**src/hw/sarseq_pkg.sv**
```systemverilog
package sarseq_pkg;

    // ------------------------------------------------------------
    // register map (indices; byte address is four times the index)
    // ------------------------------------------------------------
    localparam int          N_INST       = 2;
    localparam logic [7:0]  IDX_RESULT0  = 8'hf0;
    localparam logic [7:0]  IDX_CTRL0    = 8'hf1;
    localparam logic [7:0]  IDX_INTSEL0  = 8'hf2;
    localparam logic [7:0]  IDX_RESULT1  = 8'hf8;
    localparam logic [7:0]  IDX_CTRL1    = 8'hf9;
    localparam logic [7:0]  IDX_INTSEL1  = 8'hfa;
    localparam logic [1:0]  RSEL_RESULT  = 2'h0;
    localparam logic [1:0]  RSEL_CTRL    = 2'h1;
    localparam logic [1:0]  RSEL_INTSEL  = 2'h2;

    // ------------------------------------------------------------
    // control_logic_register fields and reset values
    // ------------------------------------------------------------
    localparam int          CH_MSB       = 7;
    localparam int          CH_LSB       = 5;
    localparam int          SPEED_BIT    = 4;
    localparam int          TRG_BIT      = 3;
    localparam int          POW_BIT      = 2;
    localparam int          CONT_BIT     = 1;
    localparam int          STR_BIT      = 0;
    localparam logic [7:0]  CTRL_RESET   = 8'h00;
    localparam logic [7:0]  RESULT_RESET = 8'h00;
    localparam logic        INTSEL_RESET = 1'b1;

    // ------------------------------------------------------------
    // conversion timing in internal system clock periods
    // ------------------------------------------------------------
    localparam logic [7:0]  FAST_TOTAL   = 8'd78;
    localparam logic [7:0]  FAST_SAMPLE  = 8'd48;
    localparam logic [7:0]  SLOW_TOTAL   = 8'd138;
    localparam logic [7:0]  SLOW_SAMPLE  = 8'd84;
    localparam logic [7:0]  SAR_BITS     = 8'd8;
    localparam logic [1:0]  IRQ_LOW_CYC  = 2'd2;

    typedef enum logic [1:0] {
        ST_IDLE    = 2'b00,
        ST_SAMPLE  = 2'b01,
        ST_CONVERT = 2'b10
    } sarseq_state_t;

endpackage : sarseq_pkg

```
**src/hw/sarseq_conv_if.sv**
```systemverilog
`timescale 1ns/10ps
`default_nettype none

interface sarseq_conv_if;
    logic       run;
    logic       repeat_mode;
    logic       slow;
    logic       abort;
    logic       comp;
    logic       sample;
    logic       done;
    logic [7:0] dac;

    modport ctl (output run, repeat_mode, slow, abort, comp,
                 input  sample, done, dac);
    modport eng (input  run, repeat_mode, slow, abort, comp,
                 output sample, done, dac);
endinterface : sarseq_conv_if

`default_nettype wire

```
**src/hw/sarseq_engine.sv**
```systemverilog
`timescale 1ns/10ps
`default_nettype none

module sarseq_engine
    import sarseq_pkg::*;
(
    input wire logic    clk,
    input wire logic    reset_n,
    sarseq_conv_if.eng  cv
);

    sarseq_state_t state;
    logic [7:0]    elapsed;
    logic [7:0]    step_cnt;
    logic [3:0]    bits_left;
    logic [2:0]    bit_idx;

    function automatic logic [7:0] total_len(input logic slow);
        return slow ? SLOW_TOTAL : FAST_TOTAL;
    endfunction : total_len

    function automatic logic [7:0] sample_len(input logic slow);
        return slow ? SLOW_SAMPLE : FAST_SAMPLE;
    endfunction : sample_len

    // equal spacing of the eight decisions; spare cycles settle at the end
    function automatic logic [7:0] step_len(input logic slow);
        return 8'((total_len(slow) - sample_len(slow)) / SAR_BITS);
    endfunction : step_len

    wire logic last_cycle = (elapsed == total_len(cv.slow) - 8'd1);

    // ------------------------------------------------------------
    // phase sequencing
    // ------------------------------------------------------------
    always_ff @(posedge clk or negedge reset_n) begin
        if (!reset_n) begin
            state     <= ST_IDLE;
            elapsed   <= 8'h00;
            cv.sample <= 1'b0;
            cv.done   <= 1'b0;
        end else begin
            cv.done <= 1'b0;
            if (cv.abort) begin
                state     <= ST_IDLE;
                elapsed   <= 8'h00;
                cv.sample <= 1'b0;
            end else begin
                unique case (state)
                    ST_IDLE: begin
                        if (cv.run) begin
                            state     <= ST_SAMPLE;
                            elapsed   <= 8'h00;
                            cv.sample <= 1'b1;
                        end
                    end
                    ST_SAMPLE: begin
                        elapsed <= elapsed + 8'd1;
                        if (elapsed == sample_len(cv.slow) - 8'd1) begin
                            state     <= ST_CONVERT;
                            cv.sample <= 1'b0;
                        end
                    end
                    ST_CONVERT: begin
                        elapsed <= elapsed + 8'd1;
                        // done leads one cycle: result lands on the last edge
                        if (elapsed == total_len(cv.slow) - 8'd2) begin
                            cv.done <= 1'b1;
                        end
                        if (last_cycle) begin
                            // no idle gap between repeated conversions
                            if (cv.run && cv.repeat_mode) begin
                                state     <= ST_SAMPLE;
                                elapsed   <= 8'h00;
                                cv.sample <= 1'b1;
                            end else begin
                                state <= ST_IDLE;
                            end
                        end
                    end
                    default: begin
                        state     <= ST_IDLE;
                        cv.sample <= 1'b0;
                    end
                endcase
            end
        end
    end

    // ------------------------------------------------------------
    // successive approximation register
    // ------------------------------------------------------------
    always_ff @(posedge clk or negedge reset_n) begin
        if (!reset_n) begin
            cv.dac    <= 8'h00;
            step_cnt  <= 8'h00;
            bits_left <= 4'h0;
            bit_idx   <= 3'd7;
        end else if (state == ST_SAMPLE && !cv.abort) begin
            cv.dac    <= 8'h80;
            step_cnt  <= 8'h00;
            bits_left <= 4'd8;
            bit_idx   <= 3'd7;
        end else if (state == ST_CONVERT && bits_left != 4'h0) begin
            if (step_cnt == step_len(cv.slow) - 8'd1) begin
                step_cnt  <= 8'h00;
                bits_left <= bits_left - 4'd1;
                bit_idx   <= bit_idx - 3'd1;
                cv.dac[bit_idx] <= cv.comp;
                if (bit_idx != 3'd0) begin
                    cv.dac[bit_idx - 3'd1] <= 1'b1;
                end
            end else begin
                step_cnt <= step_cnt + 8'd1;
            end
        end
    end

endmodule : sarseq_engine

`default_nettype wire

```
**src/hw/sarseq_top.sv**
```systemverilog
`timescale 1ns/10ps
`default_nettype none

module sarseq_top
    import sarseq_pkg::*;
(
    input  wire logic                   clk,
    input  wire logic                   reset_n,
    input  wire logic [11:0]            paddr,
    input  wire logic                   psel,
    input  wire logic                   penable,
    input  wire logic                   pwrite,
    input  wire logic [31:0]            pwdata,
    output var  logic [31:0]            prdata,
    output var  logic                   pready,
    output var  logic                   pslverr,
    input  wire logic                   halt_active,
    input  wire logic [N_INST-1:0]      external_trigger_pin,
    input  wire logic [N_INST-1:0]      internal_trigger_event,
    input  wire logic [N_INST-1:0]      comparator_in,
    input  wire logic [N_INST-1:0]      ext_irq_pin,
    output wire logic [N_INST-1:0][2:0] channel_select,
    output wire logic [N_INST-1:0]      analog_bias_enable,
    output wire logic [N_INST-1:0]      sample_hold,
    output wire logic [N_INST-1:0][7:0] dac_trial,
    output wire logic [N_INST-1:0]      irq_channel
);

    // ------------------------------------------------------------
    // address decode
    // ------------------------------------------------------------
    // {hit, instance, register select}
    function automatic logic [3:0] decode(input logic [11:0] addr);
        logic [7:0] idx;
        logic       hit;
        idx = addr[9:2];
        hit = (addr[1:0] == 2'b00) && (addr[11:10] == 2'b00) &&
              (idx[7:4] == IDX_RESULT0[7:4]) &&
              (idx[2:0] <= IDX_INTSEL0[2:0]);
        return {hit, idx[3], idx[1:0]};
    endfunction : decode

    wire logic [3:0] dec     = decode(paddr);
    wire logic       dec_hit = dec[3];
    wire logic       dec_ins = dec[2];
    wire logic [1:0] dec_reg = dec[1:0];
    wire logic       wr_take = psel && penable && pready && pwrite;

    logic [7:0] ctrl   [N_INST];
    logic [7:0] result [N_INST];
    logic       intsel [N_INST];

    // ------------------------------------------------------------
    // apb slave: zero wait, answer prepared in the setup cycle
    // ------------------------------------------------------------
    logic [7:0] rd_byte;

    always_comb begin
        rd_byte = 8'h00;
        if (dec_hit) begin
            unique case (dec_reg)
                RSEL_RESULT: rd_byte = result[dec_ins];
                RSEL_CTRL:   rd_byte = ctrl[dec_ins];
                RSEL_INTSEL: rd_byte = {7'h00, intsel[dec_ins]};
                default:     rd_byte = 8'h00;
            endcase
        end
    end

    always_ff @(posedge clk or negedge reset_n) begin
        if (!reset_n) begin
            pready  <= 1'b0;
            pslverr <= 1'b0;
            prdata  <= 32'h0000_0000;
        end else begin
            pready  <= psel && !penable;
            pslverr <= psel && !penable && !dec_hit;
            if (psel && !penable) begin
                prdata <= {24'h00_0000, rd_byte};
            end
        end
    end

    // ------------------------------------------------------------
    // per-converter sequencing
    // ------------------------------------------------------------
    for (genvar i = 0; i < N_INST; i++) begin : g_conv
        sarseq_conv_if cv ();

        logic       ext_prev;
        logic       str_prev;
        logic [1:0] irq_cnt;
        logic [1:0] next_irq_cnt;
        logic       irq_out;

        wire logic sel_me   = dec_hit && (dec_ins == 1'(i));
        wire logic wr_ctrl  = wr_take && sel_me && (dec_reg == RSEL_CTRL);
        wire logic wr_res   = wr_take && sel_me && (dec_reg == RSEL_RESULT);
        wire logic wr_isel  = wr_take && sel_me && (dec_reg == RSEL_INTSEL);
        wire logic ext_fall = ext_prev && !external_trigger_pin[i];
        wire logic trig_now = ext_fall || internal_trigger_event[i];
        // pin held low or event high counts as an already active trigger
        wire logic trig_lvl = !external_trigger_pin[i] ||
                              internal_trigger_event[i];
        wire logic trig_hit = ctrl[i][TRG_BIT] && !ctrl[i][STR_BIT] &&
                              trig_now;
        wire logic str_fell = str_prev && !ctrl[i][STR_BIT];

        // control register: write wins over hardware except halt, which still clears
        // the bias bit; a trigger seen in the write cycle is folded in so it is not lost
        always_ff @(posedge clk or negedge reset_n) begin
            if (!reset_n) begin
                ctrl[i] <= CTRL_RESET;
            end else if (wr_ctrl) begin
                ctrl[i] <= pwdata[7:0];
                if (pwdata[TRG_BIT] &&
                    ((!ctrl[i][TRG_BIT] && trig_lvl) || trig_now)) begin
                    ctrl[i][STR_BIT] <= 1'b1;
                end
                if (halt_active) begin
                    ctrl[i][POW_BIT] <= 1'b0;
                end
            end else begin
                if (halt_active) begin
                    ctrl[i][POW_BIT] <= 1'b0;
                end
                if (trig_hit) begin
                    ctrl[i][STR_BIT] <= 1'b1;
                end else if (cv.done && !ctrl[i][CONT_BIT]) begin
                    ctrl[i][STR_BIT] <= 1'b0;
                end
            end
        end

        always_ff @(posedge clk or negedge reset_n) begin
            if (!reset_n) begin
                result[i] <= RESULT_RESET;
            end else if (cv.done && !cv.abort) begin
                result[i] <= cv.dac;
            end else if (wr_res) begin
                result[i] <= pwdata[7:0];
            end
        end

        always_ff @(posedge clk or negedge reset_n) begin
            if (!reset_n) begin
                intsel[i] <= INTSEL_RESET;
            end else if (wr_isel) begin
                intsel[i] <= pwdata[0];
            end
        end

        always_ff @(posedge clk or negedge reset_n) begin
            if (!reset_n) begin
                ext_prev <= 1'b1;
            end else begin
                ext_prev <= external_trigger_pin[i];
            end
        end

        // engine: a write aborts, a stopped flag or bias off holds it idle
        assign cv.abort       = wr_ctrl;
        assign cv.run         = ctrl[i][STR_BIT] &&
                                ctrl[i][POW_BIT];
        assign cv.repeat_mode = ctrl[i][CONT_BIT];
        assign cv.slow        = ctrl[i][SPEED_BIT];
        assign cv.comp        = comparator_in[i];

        sarseq_engine u_engine (
            .clk     (clk),
            .reset_n (reset_n),
            .cv      (cv.eng)
        );

        // ------------------------------------------------------------
        // shared interrupt channel
        // ------------------------------------------------------------
        always_comb begin
            next_irq_cnt = irq_cnt;
            if (str_fell && intsel[i]) begin
                next_irq_cnt = IRQ_LOW_CYC;
            end else if (irq_cnt != 2'd0) begin
                next_irq_cnt = irq_cnt - 2'd1;
            end
        end

        always_ff @(posedge clk or negedge reset_n) begin
            if (!reset_n) begin
                str_prev <= 1'b0;
                irq_cnt  <= 2'd0;
                irq_out  <= 1'b1;
            end else begin
                str_prev <= ctrl[i][STR_BIT];
                irq_cnt  <= next_irq_cnt;
                irq_out  <= intsel[i] ? (next_irq_cnt == 2'd0)
                                      : ext_irq_pin[i];
            end
        end

        assign channel_select[i]     = ctrl[i][CH_MSB:CH_LSB];
        assign analog_bias_enable[i] = ctrl[i][POW_BIT];
        assign sample_hold[i]        = cv.sample;
        assign dac_trial[i]          = cv.dac;
        assign irq_channel[i]        = irq_out;
    end

endmodule : sarseq_top

`default_nettype wire

```
**config.mk**
```make
export PLATFORM = sky130hd
export DESIGN_NAME = sarseq_top
export DESIGN_NICKNAME = d
export VERILOG_FILES = /design/src/hw/sarseq_pkg.sv /design/src/hw/sarseq_conv_if.sv /design/src/hw/sarseq_engine.sv /design/src/hw/sarseq_top.sv
export SDC_FILE = /design/constraint.sdc
export NUM_CORES = 1
export LEC_CHECK = 0
export BUFFER_PORTS_ARGS = -buffer_cell sky130_fd_sc_hd__buf_4
export CAP_MARGIN = 20
export CORE_UTILIZATION = 25
export CTS_CLUSTER_SIZE = 8
export DETAILED_ROUTE_END_ITERATION = 10
export PLACE_DENSITY_LB_ADDON = 0.15
export SETUP_SLACK_MARGIN = 0.3
export SYNTH_ARGS = -nofsm -noshare
export SYNTH_HDL_FRONTEND = slang
export SYNTH_SLANG_ARGS = --single-unit
```
**constraint.sdc**
```tcl
create_clock -name clk -period 2.16 [get_ports clk]
set_clock_uncertainty 0.15 [all_clocks]
set_input_delay 0.324 -clock clk [delete_from_list [all_inputs] [get_ports clk]]
set_output_delay 0.324 -clock clk [all_outputs]
set_load 0.01 [all_outputs]
```
* After elaboration in Yosys (flattened, before gate mapping)
Cells that the tools add are included.
Word-level totals: flip-flop bits (word level) 124, bits in latches 0, bits in writable memories 0, ROM bits 0, output and inout bits 62, logic and storage cells 306, memories 0
Cells by class: add/subtract/negate cells 20, multipliers 0, divide/modulo/power cells 0, $lt $le $gt $ge 10, equal/unequal tests 23, shifts and indexed selects 0, multiplexer cells 113, bitwise logic cells 4, reduce and logical (&&, ||, !) cells 99
Operators by type and width (count):
- 8-bit two-way mux | 35
- 8-bit one-hot mux with 3 select lines | 3
- 8-bit == test | 8
- 1-bit logical AND | 48
- 1-bit two-way mux | 39
- 8-bit by 1-bit adder with 8-bit output, second input constant | 4
- 2-bit two-way mux | 12
- 4-bit two-way mux | 6
- 3-bit by 1-bit inequality test with 1-bit output, second input constant | 8
- 8-bit by 1-bit subtractor with 8-bit output, second input constant | 3
- 2-bit nonzero test | 10
- 3-bit two-way mux | 6
- 8-bit bitwise mux | 2
- 3-bit by 4-bit less-than comparator with 1-bit output, second input constant | 4
- 8-bit bitwise OR | 2
- 4-bit nonzero test | 4
- 8-bit by 2-bit subtractor with 8-bit output, second input constant | 2
- 8-bit subtractor | 2
- 2-bit logical NOT | 7
- 7-bit two-way mux | 2
- 1-bit demux with 3-bit select | 4
- 3-bit by 1-bit >= comparator with 1-bit output, second input constant | 4
- 1-bit logical NOT | 12
- 2-bit one-hot mux with 3 select lines | 2
- other kinds (18) | 40

* Longest topological paths before layout
Gate-level depths: netlist of the first run.
depth after elaboration 11, mapped depth 9, mapped depth without buffers 7

* Cells and area by module
A second synthesis of the first run with hierarchy kept.
Second synthesis, totals: cells, all modules 788, area, all modules 7537.2 um^2
By module, submodules not included:
- sarseq_top | instances 1, cells an instance 308, area an instance 3205.6 um^2, seq. area each 1358.8 um^2
- sarseq_engine (g_conv[1].u_engine) | instances 1, cells an instance 244, area an instance 2183.3 um^2, seq. area each 879.6 um^2
- sarseq_engine (g_conv[0].u_engine) | instances 1, cells an instance 236, area an instance 2148.3 um^2, seq. area each 879.6 um^2

* Worst setup path before layout of the first run
Ideal clock, no wire load.
kind flip-flop to flip-flop, start register g_conv[0].u_engine.bit_idx[1], end register g_conv[0].u_engine.cv.dac[2], arrival 2.008 ns, required time 1.945 ns, setup slack -0.063 ns, stages on the path, launching flop included 9, path buffers 2, path through dfstp_2 -> clkbuf_1 -> inv_1 -> ha_1 -> clkbuf_1 -> o41a_1 -> a2bb2oi_1 -> a21oi_1 -> o211a_1
On the way: cells in the longest elaborated chain, start to end 10, elaborated cells on any way between the ends 18
Ends and longest elaborated chain:
- start, declared | line sarseq_engine.sv:16 | logic [2:0] bit_idx;
- start signal, assigned | line sarseq_engine.sv:108 | bit_idx <= bit_idx - 3'd1;
- 3-bit by 1-bit subtractor with 3-bit output (tied with other cells) | line sarseq_engine.sv:111 | cv.dac[bit_idx - 3'd1] <= 1'b1;
- 3-bit by 4-bit less-than comparator with 1-bit output (not written as such) (tied with other cells) | line sarseq_engine.sv:111
- 1-bit logical AND (not written as such) / 1-bit two-way mux (equally long branches) | line sarseq_engine.sv:111, sarseq_engine.sv:109
- 1-bit two-way mux (not written as such) / 1-bit demux with 3-bit select (equally long branches)
- 1-bit demux with 3-bit select / 8-bit bitwise mux (equally long branches)
- 8-bit bitwise OR (no line)
- 8-bit two-way mux * | line sarseq_engine.sv:110 | if (bit_idx != 3'd0) begin
- 8-bit two-way mux * | line sarseq_engine.sv:105 | if (step_cnt == step_len(cv.slow) - 8'd1) begin
- 8-bit two-way mux * | line sarseq_engine.sv:104 | end else if (state == ST_CONVERT && bits_left != 4'h0) begin
- 8-bit two-way mux * | line sarseq_engine.sv:99 | end else if (state == ST_SAMPLE && !cv.abort) begin
- end signal, assigned by index | line sarseq_engine.sv:109 | cv.dac[bit_idx] <= cv.comp;
- end, declared | line sarseq_conv_if.sv:17 | output sample, done, dac);
Every way passes the cells marked *; elsewhere a longest branch is shown, timed or not. The select of a mux whose other input is x is not followed. A chain may end at the register's enable or synchronous reset.

* Worst setup path after layout of the first run
start register g_conv[0].u_engine.step_cnt[3], end register g_conv[0].u_engine.cv.dac[5]
On the way: cells in the longest elaborated chain, start to end 3
Ends and longest elaborated chain:
- start, declared | line sarseq_engine.sv:14 | logic [7:0] step_cnt;
- start signal, assigned | line sarseq_engine.sv:114 | step_cnt <= step_cnt + 8'd1;
- 8-bit == test | line sarseq_engine.sv:105
- 2-bit nonzero test (no line)
- 2-bit AND reduction (no line)
Every way passes these cells.

==> impl_metrics.csv, run 1 <==
group,metric,value,unit
timing,finalWorstSetupSlack,-0.0230,ns
timing,fmax,458,MHz
timing,finalSetupViolCount,1,
placed_design,routabilityCongestion,0.823,
logic_synthesis,synthSimpleGateAreaFrac,0.226,
setup_path,cp.depth,6,
placed_design,dp_slack,-0.118,ns
clock_tree,cts_buffers,17,
global_route,grt_pass1_wl,37700,um
job,maxCapViolations,0,
clock_tree,cts.sinks,124,
timing,finalCriticalPeriod,2.18,ns
die,io_pins,120,
die,start_util,0.255,
clock_tree,cts_max_level,4,
global_route,grt_antenna_before_repair,1,
routing,vias_per_cell,4.83,
cells_and_area,antenna_cells,0,
cells_and_area,final_common_cell,"buf_4",
setup_path,crit_path_end_kind,"register",
logic_synthesis,synth_fa_ha_area_frac,0.0381,
die,die_h,176,um
setup_path,critPathMaxFanout,9,
setup_path,start_kind,"register",
logic_synthesis,ys.flop_type,"dfrtp_1",
placed_design,port_buffers,71,
power,powerDensity,498,nW/um2
routing,totalWireLength,23800,um
global_route,grt_max_degree,51,
status,failed_checks,"setup timing",
logic_synthesis,synth_compound_area_frac,0.178,
routing,ant_nets,0,
cells_and_area,area_delta_synth_final,49.1,%
logic_synthesis,syn_area_per_cell,8.98,um2
timing,relSlewSlack,0.520,
placed_design,dp_hpwl,16800,um
logic_synthesis,syn_inst,840,
logic_synthesis,async_flop_share,1.00,
logic_synthesis,synth_top_area_frac,0.371,
global_route,first_global_vias,6731,
setup_path,cp.buffers_inverters,1,
timing,rsz0062_at_grt,"true",
logic_synthesis,synth_top_family_by_area,"simple AND/OR/NAND/NOR gates",
setup_path,critical_path.top_delay_family,"simple AND/OR/NAND/NOR gates",
status,status,"complete, but fails checks",
cells_and_area,drive_gt1_frac,0.426,
logic_synthesis,synth.area.mux_share,0.0483,
die,core,29600,um2
logic_synthesis,synth_area_leaders,"dfrtp_1, nand2_1, dfstp_2, a21oi_1, ha_1",
timing,tns,-0.0230,ns
cells_and_area,final_nets,1104,
die,die_w,176,um
logic_synthesis,synth_edf_count,0,
timing,hold_viol,0,
clock_tree,ctsRootBufferMaster,"clkbuf_16",
global_route,grt-ovfl-total,0,
power,ir_worst_vdd,0.000525,V
timing,tightest_slew,0.717,ns
routing,drc_errors,0,
logic_synthesis,synth_seq_cells,124,
logic_synthesis,ys_seq_area_frac,0.413,
clock_tree,clockBufferDepth,2,
timing,final_max_slew_viol_count,0,
logic_synthesis,synthXorXnorAreaFrac,0.0163,
logic_synthesis,synth_cell_types,79,
cells_and_area,layout_common_cells,"buf_4, dfrtp_1, nand2_1",
power,power.leakage,4.80,nW
setup_path,worstSetupPathType,"register to register",
die,dieArea,30900,um2
routing,wl_per_cell,16.7,um
cells_and_area,finalNonFillerCells,1426,
setup_path,crit_slowest_cell,"or4_4",
clock_tree,cts_tree,"done",
timing,fin_crit_sh,1.01,
logic_synthesis,yosysTopAreaCell,"dfrtp_1",
clock_tree,clk_latency,0.42,ns
global_route,grt_util_all_layers,0.156,
clock_tree,path_clk_slew,0.07,ns
cells_and_area,fillers,2990,
setup_path,path_cells,"or4_4 > a211oi_4 > and2_4 > buf_12 > a21oi_1 > a211oi_1",
logic_synthesis,syn_area,7540,um2
setup_path,critical_path.max_stage_delay,0.56,ns
placed_design,placed_cells,1341,
routing,drtPass1Iterations,4,
routing,drt_iter0_markers,458,
setup_path,r2r_cells,6,
hold_path,whs_path_depth,3,
hold_path,holdCritPathClass,"input pin to register",
routing,num_vias,6889,
setup_path,critPathArrivalTime,2.34,ns
die,num_rows,63,
setup_path,critical_path_required,2.31,ns
cells_and_area,fin_util,0.380,
logic_synthesis,yosysWarnings,0,
kinds of logic after synthesis:
| group | count (synthesis) |
|---|---|
| AOI/OAI and AO/OA | 201 |
| other | 1 |
| xor gates and xnor gates | 14 |
| DFF | 124 |
| adders and majority gates | 23 |
| muxes | 27 |
| and+or+nand+nor | 336 |
| buffers and inverters | 114 |
per-stage QoR:
stage | instance area, um2 | hold slack, ns | power (mW)
finish | 11200 | 0.00259 | 5.60
global route | 11200 | 0.00737 | 5.82
CTS | 10500 | 0.00399 | 5.69
detailed placement | 9210 | 0.0941 | 2.72
global placement | 9210 | 0.0965 | 2.72
floorplan | 7880 | -0.122 | 2.55
timing repair:
action / CTS / global route
hold endpoints to repair: 41 / 0
pin swaps: 51 / 89
endpoints found under the setup margin: 90 / 84
setup buffers: 24 / 17
cloned: 2 / 1
hold buffers: 9 / 0
resized for setup: 102 / 137
power by group:
part	leakage, nW	internal, mW	switching (mW)
Sequential	1.49	2.35	0.0334
Clock	0.277	1.72	1.19
Combinational	3.04	0.136	0.182
Total	4.80	4.20	1.40
synth_stat cells, drive strengths merged (9+ instances only):
| library cell | n |
|---|---|
| dfstp | 12 |
| a211oi | 16 |
| and3 | 9 |
| nand3b | 10 |
| clkbuf | 22 |
| dfrtp | 112 |
| inv | 34 |
| mux2i | 15 |
| nand2 | 114 |
| a21oi | 62 |
| nor3 | 30 |
| o21ai | 43 |
| buf | 58 |
| ha | 23 |
| nor2b | 12 |
| nand3 | 40 |
| nor2 | 55 |
path summary, 6_finish.rpt:
check / startpoint / to / slack, ns
setup / recovery: g_conv[0].u_engine.step_cnt[3] / g_conv[0].u_engine.cv.dac[5] / -0.02
max in group asynchronous: reset_n / g_conv[0].u_engine.bit_idx[0] / 0.99
setup reg to reg: g_conv[0].u_engine.step_cnt[3] / g_conv[0].u_engine.cv.dac[5] / -0.02
hold / removal: pwdata[4] / ctrl[4] / 0.003
min in group asynchronous: reset_n / g_conv[1].u_engine.elapsed[3] / 0.22
hold reg to reg: prdata[5] / prdata[5] / 0.33
layer usage:
metal	vias to the layer above	global-route usage	routed length, um
met5	-	0	13
met4	2	0.0373	187
met2	125	0.232	10700
met3	16	0.0307	871
met1	3402	0.230	12000
li1	3344	-	-
sequential cells by signal, summed over array words and instances (netlist names), 4 cells and up:
signal,count
g_conv.u_engine.cv.dac,16
prdata,8
g_conv.u_engine.bits_left,8
ctrl,8
g_conv.u_engine.step_cnt,16
g_conv.u_engine.bit_idx,6
result,16
channel_select,6
g_conv.u_engine.elapsed,16
g_conv.irq_cnt,4
g_conv.u_engine.state,4
worst min-delay path: stages:
cell	delay, ns
buf_4	0.13
nand2_4	0.05
nand2_2	0.04
final cells by class:
type | count | area (um2) | area share
Clock buffer | 17 | 425 | 0.0378
Clock inverter | 15 | 165 | 0.0147
Inverter | 34 | 128 | 0.0113
Multi-Input combinational cell | 626 | 4970 | 0.442
Sequential cell | 124 | 3120 | 0.278
Tap cell | 390 | 488 | 0.0434
Timing Repair Buffer | 220 | 1950 | 0.173
(Power assumes the default switching activity.)
==> run 2, diff against run 1 <==
--- a/config.mk
+++ b/config.mk
@@ -8,10 +8,13 @@
 export BUFFER_PORTS_ARGS = -buffer_cell sky130_fd_sc_hd__buf_4
 export CAP_MARGIN = 20
 export CORE_UTILIZATION = 25
+export CTS_BUF_LIST = sky130_fd_sc_hd__clkbuf_2
 export CTS_CLUSTER_SIZE = 8
 export DETAILED_ROUTE_END_ITERATION = 10
 export PLACE_DENSITY_LB_ADDON = 0.15
 export SETUP_SLACK_MARGIN = 0.3
+export SKIP_LAST_GASP = 1
 export SYNTH_ARGS = -nofsm -noshare
 export SYNTH_HDL_FRONTEND = slang
 export SYNTH_SLANG_ARGS = --single-unit
+export TNS_END_PERCENT = 5
==> run 2 against run 1 <==
- the run still ends with setup timing left
- worst setup slack improved by 0.021 ns
- die area is the same
- final area decreased by 12%
- via count fell by 2.4%
- register-to-register slack better by 0.02 ns
==> impl_metrics.csv, run 2 (synthesis gave the netlist of run 1 again) <==
group,metric,value,unit
status,status,"complete, but fails checks",
status,failed_checks,"setup timing",
routing,ant_nets,0,
cells_and_area,final_common_cell,"buf_4",
cells_and_area,stdcell_area,9930,um2
power,fin_total_pwr,4.14,mW
placed_design,dp_slack,-0.115,ns
die,core,29600,um2
setup_path,crit_path_end_kind,"register",
global_route,grt_pass1_wl,37100,um
routing,vias_per_cell,4.73,
die,num_rows,63,
power,seq_power_share,0.576,
hold_path,holdCritPathClass,"input pin to register",
timing,final_max_slew_viol_count,0,
placed_design,dpl_cell_area,9140,um2
clock_tree,cts_buffers,17,
power,clkPwrFrac,0.344,
clock_tree,ctsRootBufferMaster,"clkbuf_2",
global_route,grt_max_degree,50,
die,start_util,0.255,
power,ir_worst_vdd,0.000262,V
job,maxCapViolations,0,
clock_tree,clk_latency,0.71,ns
global_route,first_global_vias,6626,
timing,hold_viol,0,
setup_path,r2r_cells,8,
routing,num_vias,6723,
timing,fmax,463,MHz
die,die_w,176,um
placed_design,port_buffers,71,
routing,drc_errors,0,
power,switching_share,0.269,
timing,tightest_slew,0.546,ns
setup_path,worstSetupPathType,"register to register",
timing,finalWorstSetupSlack,-0.00153,ns
cells_and_area,area_delta_synth_final,31.6,%
placed_design,dp_hpwl,17100,um
power,combPwrFrac,0.080,
cells_and_area,fin_util,0.335,
global_route,grt_antenna_before_repair,3,
power,p_int,3.03,mW
setup_path,critical_path_required,2.62,ns
global_route,grt_util_all_layers,0.154,
timing,fin_crit_sh,1.00,
cells_and_area,drive_gt1_frac,0.283,
timing,relSlewSlack,0.633,
clock_tree,cts_max_level,4,
clock_tree,path_clk_slew,0.19,ns
hold_path,whs_path_depth,5,
clock_tree,cts_tree,"done",
setup_path,critPathMaxFanout,5,
global_route,grt-ovfl-total,0,
power,p_switching,1.11,mW
timing,finalSetupViolCount,1,
power,power.leakage,4.37,nW
placed_design,routabilityCongestion,0.817,
cells_and_area,final_nets,1096,
clock_tree,cts.sinks,124,
routing,wl_per_cell,16.2,um
cells_and_area,layout_common_cells,"buf_4, dfrtp_1, nand2_1",
die,die_h,176,um
die,dieArea,30900,um2
clock_tree,clockBufferDepth,2,
power,powerDensity,417,nW/um2
routing,drtPass1Iterations,6,
timing,rsz0062_at_grt,"true",
setup_path,critPathArrivalTime,2.62,ns
die,io_pins,120,
timing,finalCriticalPeriod,2.16,ns
routing,totalWireLength,23100,um
setup_path,start_kind,"register",
routing,drt_iter0_markers,379,
## run 2: cell types whose count changed in the layout (fill, tap and decap cells not counted), sizes merged, moves of 3 or more
cell,delta
inv,-4
clkbuf,+4
dlygate4sd3,+17
clkinvlp,-3
clkinv,+3
buf,-24
## run 2: timing repair
action / CTS / global route
buffers inserted: 5 / 3
cloned: 0 / 0
endpoints found under the setup margin: 111 / 129
endpoints found under the hold margin: 180 / 0
hold buffers: 26 / 0
gates resized for setup: 23 / 27
pin swaps: 13 / 11
## run 2: power by group through the flow
stage	logic [mW]	registers, mW	clock network [mW]
after CTS	0.336	2.38	1.51
final	0.332	2.38	1.42
after global placement	0.294	2.42	0
after global routing	0.368	2.39	1.58
after detailed placement	0.295	2.42	0
after floorplan	0.131	2.41	0
## run 2: cell type report
type | instances | area (um2)
antenna | 2 | 5.00
timing repair buffer | 213 | 1800
clock buffer | 21 | 105
sequential | 124 | 3120
multi-input combinational | 625 | 4190
inverter | 34 | 128
tap | 390 | 488
clock inverter | 11 | 103
fill | 3181 | 19700
## run 2: through the flow
stage	hold slack [ns]	std cells	TNS [ns]
global route	0.0385	1419	-1.43
floorplan	-0.122	863	0
CTS	0.00535	1415	-0.235
global placement	0.169	1352	-2.63
finish	0.0886	1420	-0.00153
detailed placement	0.181	1352	-2.23
## run 2: path summary, 6_finish.rpt
path / startpoint / endpoint / slack [ns]
min in group asynchronous: reset_n / g_conv[1].u_engine.elapsed[5] / 0.51
max reg2reg: g_conv[0].u_engine.step_cnt[2] / g_conv[0].u_engine.step_cnt[3] / -0.002
max: g_conv[0].u_engine.step_cnt[2] / g_conv[0].u_engine.step_cnt[3] / -0.002
min reg2reg: prdata[7] / prdata[7] / 0.36
min: paddr[3] / prdata[0] / 0.09
max in group asynchronous: reset_n / g_conv[0].ext_prev / 0.68
## run 2: per-layer routing
metal / vias up / wire (um) / track usage
met5: - / 13 / 0
met4: 2 / 255 / 0.0409
met3: 17 / 841 / 0.0307
met2: 112 / 10100 / 0.226
met1: 3270 / 11900 / 0.227
li1: 3322 / - / -
## run 2: critical path: stages, from the launching register on
cell      delay (ns)
dfrtp_1         0.44
or4b_4          0.55
a211oi_4        0.29
buf_6           0.16
buf_6           0.10
buf_4           0.12
o21ai_0         0.08
a21oi_1         0.14
nor2_1          0.05
==> run 3, diff against run 2 <==
--- a/config.mk
+++ b/config.mk
@@ -7,7 +7,7 @@
 export LEC_CHECK = 0
 export BUFFER_PORTS_ARGS = -buffer_cell sky130_fd_sc_hd__buf_4
 export CAP_MARGIN = 20
-export CORE_UTILIZATION = 25
+export CORE_UTILIZATION = 29
 export CTS_BUF_LIST = sky130_fd_sc_hd__clkbuf_2
 export CTS_CLUSTER_SIZE = 8
 export DETAILED_ROUTE_END_ITERATION = 10
==> run 3 against run 2 <==
- the run still ends with setup timing left
- combinational power is 1% higher
- power is 2.1% higher
- worst setup slack got worse by 0.0068 ns
- critical endpoint is now g_conv[0].u_engine.step_cnt[4]
- cell count decreased by 4.0%
- routed wire length fell by 4.5%
==> impl_metrics.csv, run 3 (synthesis gave the netlist of run 1 again) <==
group,metric,value,unit
global_route,grt_antenna_before_repair,1,
timing,finalSetupViolCount,2,
timing,relSlewSlack,0.534,
cells_and_area,area_delta_synth_final,31.3,%
setup_path,path_cells,"or4b_4 > a211oi_4 > buf_6 > nand2_2 > buf_4 > nand2_1 > nor2_1",
cells_and_area,layout_common_cells,"buf_4, nand2_1, dfrtp_1",
timing,tns,-0.0113,ns
placed_design,dp_hpwl,16300,um
clock_tree,cts_buffers,17,
global_route,grt_pass1_wl,36000,um
timing,fin_crit_sh,1.00,
job,maxCapViolations,0,
placed_design,port_buffers,71,
routing,drtPass1Iterations,5,
power,ir_worst_vdd,0.000238,V
cells_and_area,final_nets,1100,
clock_tree,cts_tree,"done",
global_route,grt_max_degree,41,
cells_and_area,fillers,2560,
die,die_w,163,um
hold_path,holdCritPathClass,"input pin to register",
cells_and_area,drive_gt1_frac,0.288,
routing,ant_nets,0,
setup_path,critical_path_required,2.58,ns
status,failed_checks,"setup timing",
timing,fmax,461,MHz
setup_path,critPathArrivalTime,2.59,ns
cells_and_area,regArea,3120,um2
routing,drc_errors,0,
die,core,25300,um2
timing,final_max_slew_viol_count,0,
die,start_util,0.298,
power,power.leakage,4.42,nW
timing,hold_viol,0,
timing,rsz0062_at_grt,"true",
setup_path,crit_path_end_kind,"register",
clock_tree,cts.sinks,124,
cells_and_area,fin_util,0.391,
clock_tree,clockBufferDepth,2,
routing,wl_per_cell,16.2,um
die,num_rows,58,
setup_path,critical_path.top_delay_family,"simple AND/OR/NAND/NOR gates",
die,io_pins,120,
setup_path,start_kind,"register",
placed_design,routabilityCongestion,0.835,
clock_tree,path_clk_slew,0.18,ns
die,dieArea,26700,um2
global_route,grt_util_all_layers,0.175,
global_route,grt-ovfl-total,0,
status,status,"complete, but fails checks",
setup_path,critPathMaxFanout,4,
setup_path,cp.buffers_inverters,2,
routing,num_vias,6798,
cells_and_area,multi_input_area,4170,um2
timing,finalCriticalPeriod,2.17,ns
setup_path,worstSetupPathType,"register to register",
clock_tree,cts_max_level,4,
setup_path,crit_slowest_cell,"or4b_4",
die,die_h,163,um
clock_tree,ctsRootBufferMaster,"clkbuf_2",
timing,tightest_slew,0.696,ns
setup_path,critical_path.max_stage_delay,0.54,ns
timing,whs,0.113,ns
clock_tree,clk_latency,0.68,ns
routing,vias_per_cell,4.99,
cells_and_area,final_common_cell,"buf_4",
power,powerDensity,427,nW/um2
timing,finalWorstSetupSlack,-0.00834,ns
routing,totalWireLength,22000,um
routing,drt_iter0_markers,499,
global_route,first_global_vias,6555,
## run 3: layout make-up
cell class                      instances  share of cell area
Multi-Input combinational cell        625               0.421
Sequential cell                       124               0.315
Timing Repair Buffer                  217               0.187
Tap cell                              330              0.0417
Inverter                               34              0.0129
Clock inverter                         11              0.0126
Clock buffer                           21              0.0106
Antenna cell                            1            0.000253
## run 3: worst paths after layout
check / from / endpoint / slack (ns) / cells past startpoint
max: ctrl[12] / g_conv[0].u_engine.step_cnt[4] / -0.008 / 7
min: paddr[6] / g_conv[0].u_engine.state[0] / 0.11 / 5
max reg2reg: ctrl[12] / g_conv[0].u_engine.step_cnt[4] / -0.008 / 7
min reg2reg: prdata[0] / prdata[0] / 0.35 / 2
max in group asynchronous: reset_n / g_conv[0].irq_out / 0.90 / 4
min in group asynchronous: reset_n / g_conv[0].u_engine.elapsed[6] / 0.59 / 4
## run 3: worst min-delay path, delay by kind of cell
family | cells | cell delay (ns)
AND/OR/NAND/NOR | 2 | 0.20
buffers and inverters | 2 | 0.26
AO/OA/AOI/OAI | 1 | 0.12
## run 3: report_power, final
part / total, mW / internal, mW / switching [mW]
clock network: 1.51 / 0.642 / 0.869
registers: 2.38 / 2.35 / 0.0292
logic: 0.336 / 0.154 / 0.182
total: 4.23 / 3.15 / 1.08
## run 3: timing repair
item | CTS | global route
setup buffers | 2 | 9
setup endpoints to repair | 101 | 118
gates resized for setup | 26 | 25
endpoints found under the hold margin | 182 | 0
pin swaps | 16 | 12
hold buffers | 28 | 0
## run 3: layer usage
metal | wire, um | global-route usage | up-vias
li1 | - | - | 3324
met1 | 11300 | 0.261 | 3305
met2 | 9640 | 0.256 | 157
met3 | 922 | 0.0317 | 12
met4 | 169 | 0.0450 | 0
met5 | 0 | 0 | -
## run 3: through the flow
stage	power [mW]	instance area (um2)	instances	worst slack [ns]
detailed placement	2.71	9080	1291	-0.0595
floorplan	2.55	7710	863	0.142
CTS	4.32	9720	1353	0.0236
finish	4.23	9900	1363	-0.00834
global placement	2.71	9080	1291	-0.0587
global route	4.44	9900	1363	-0.0831
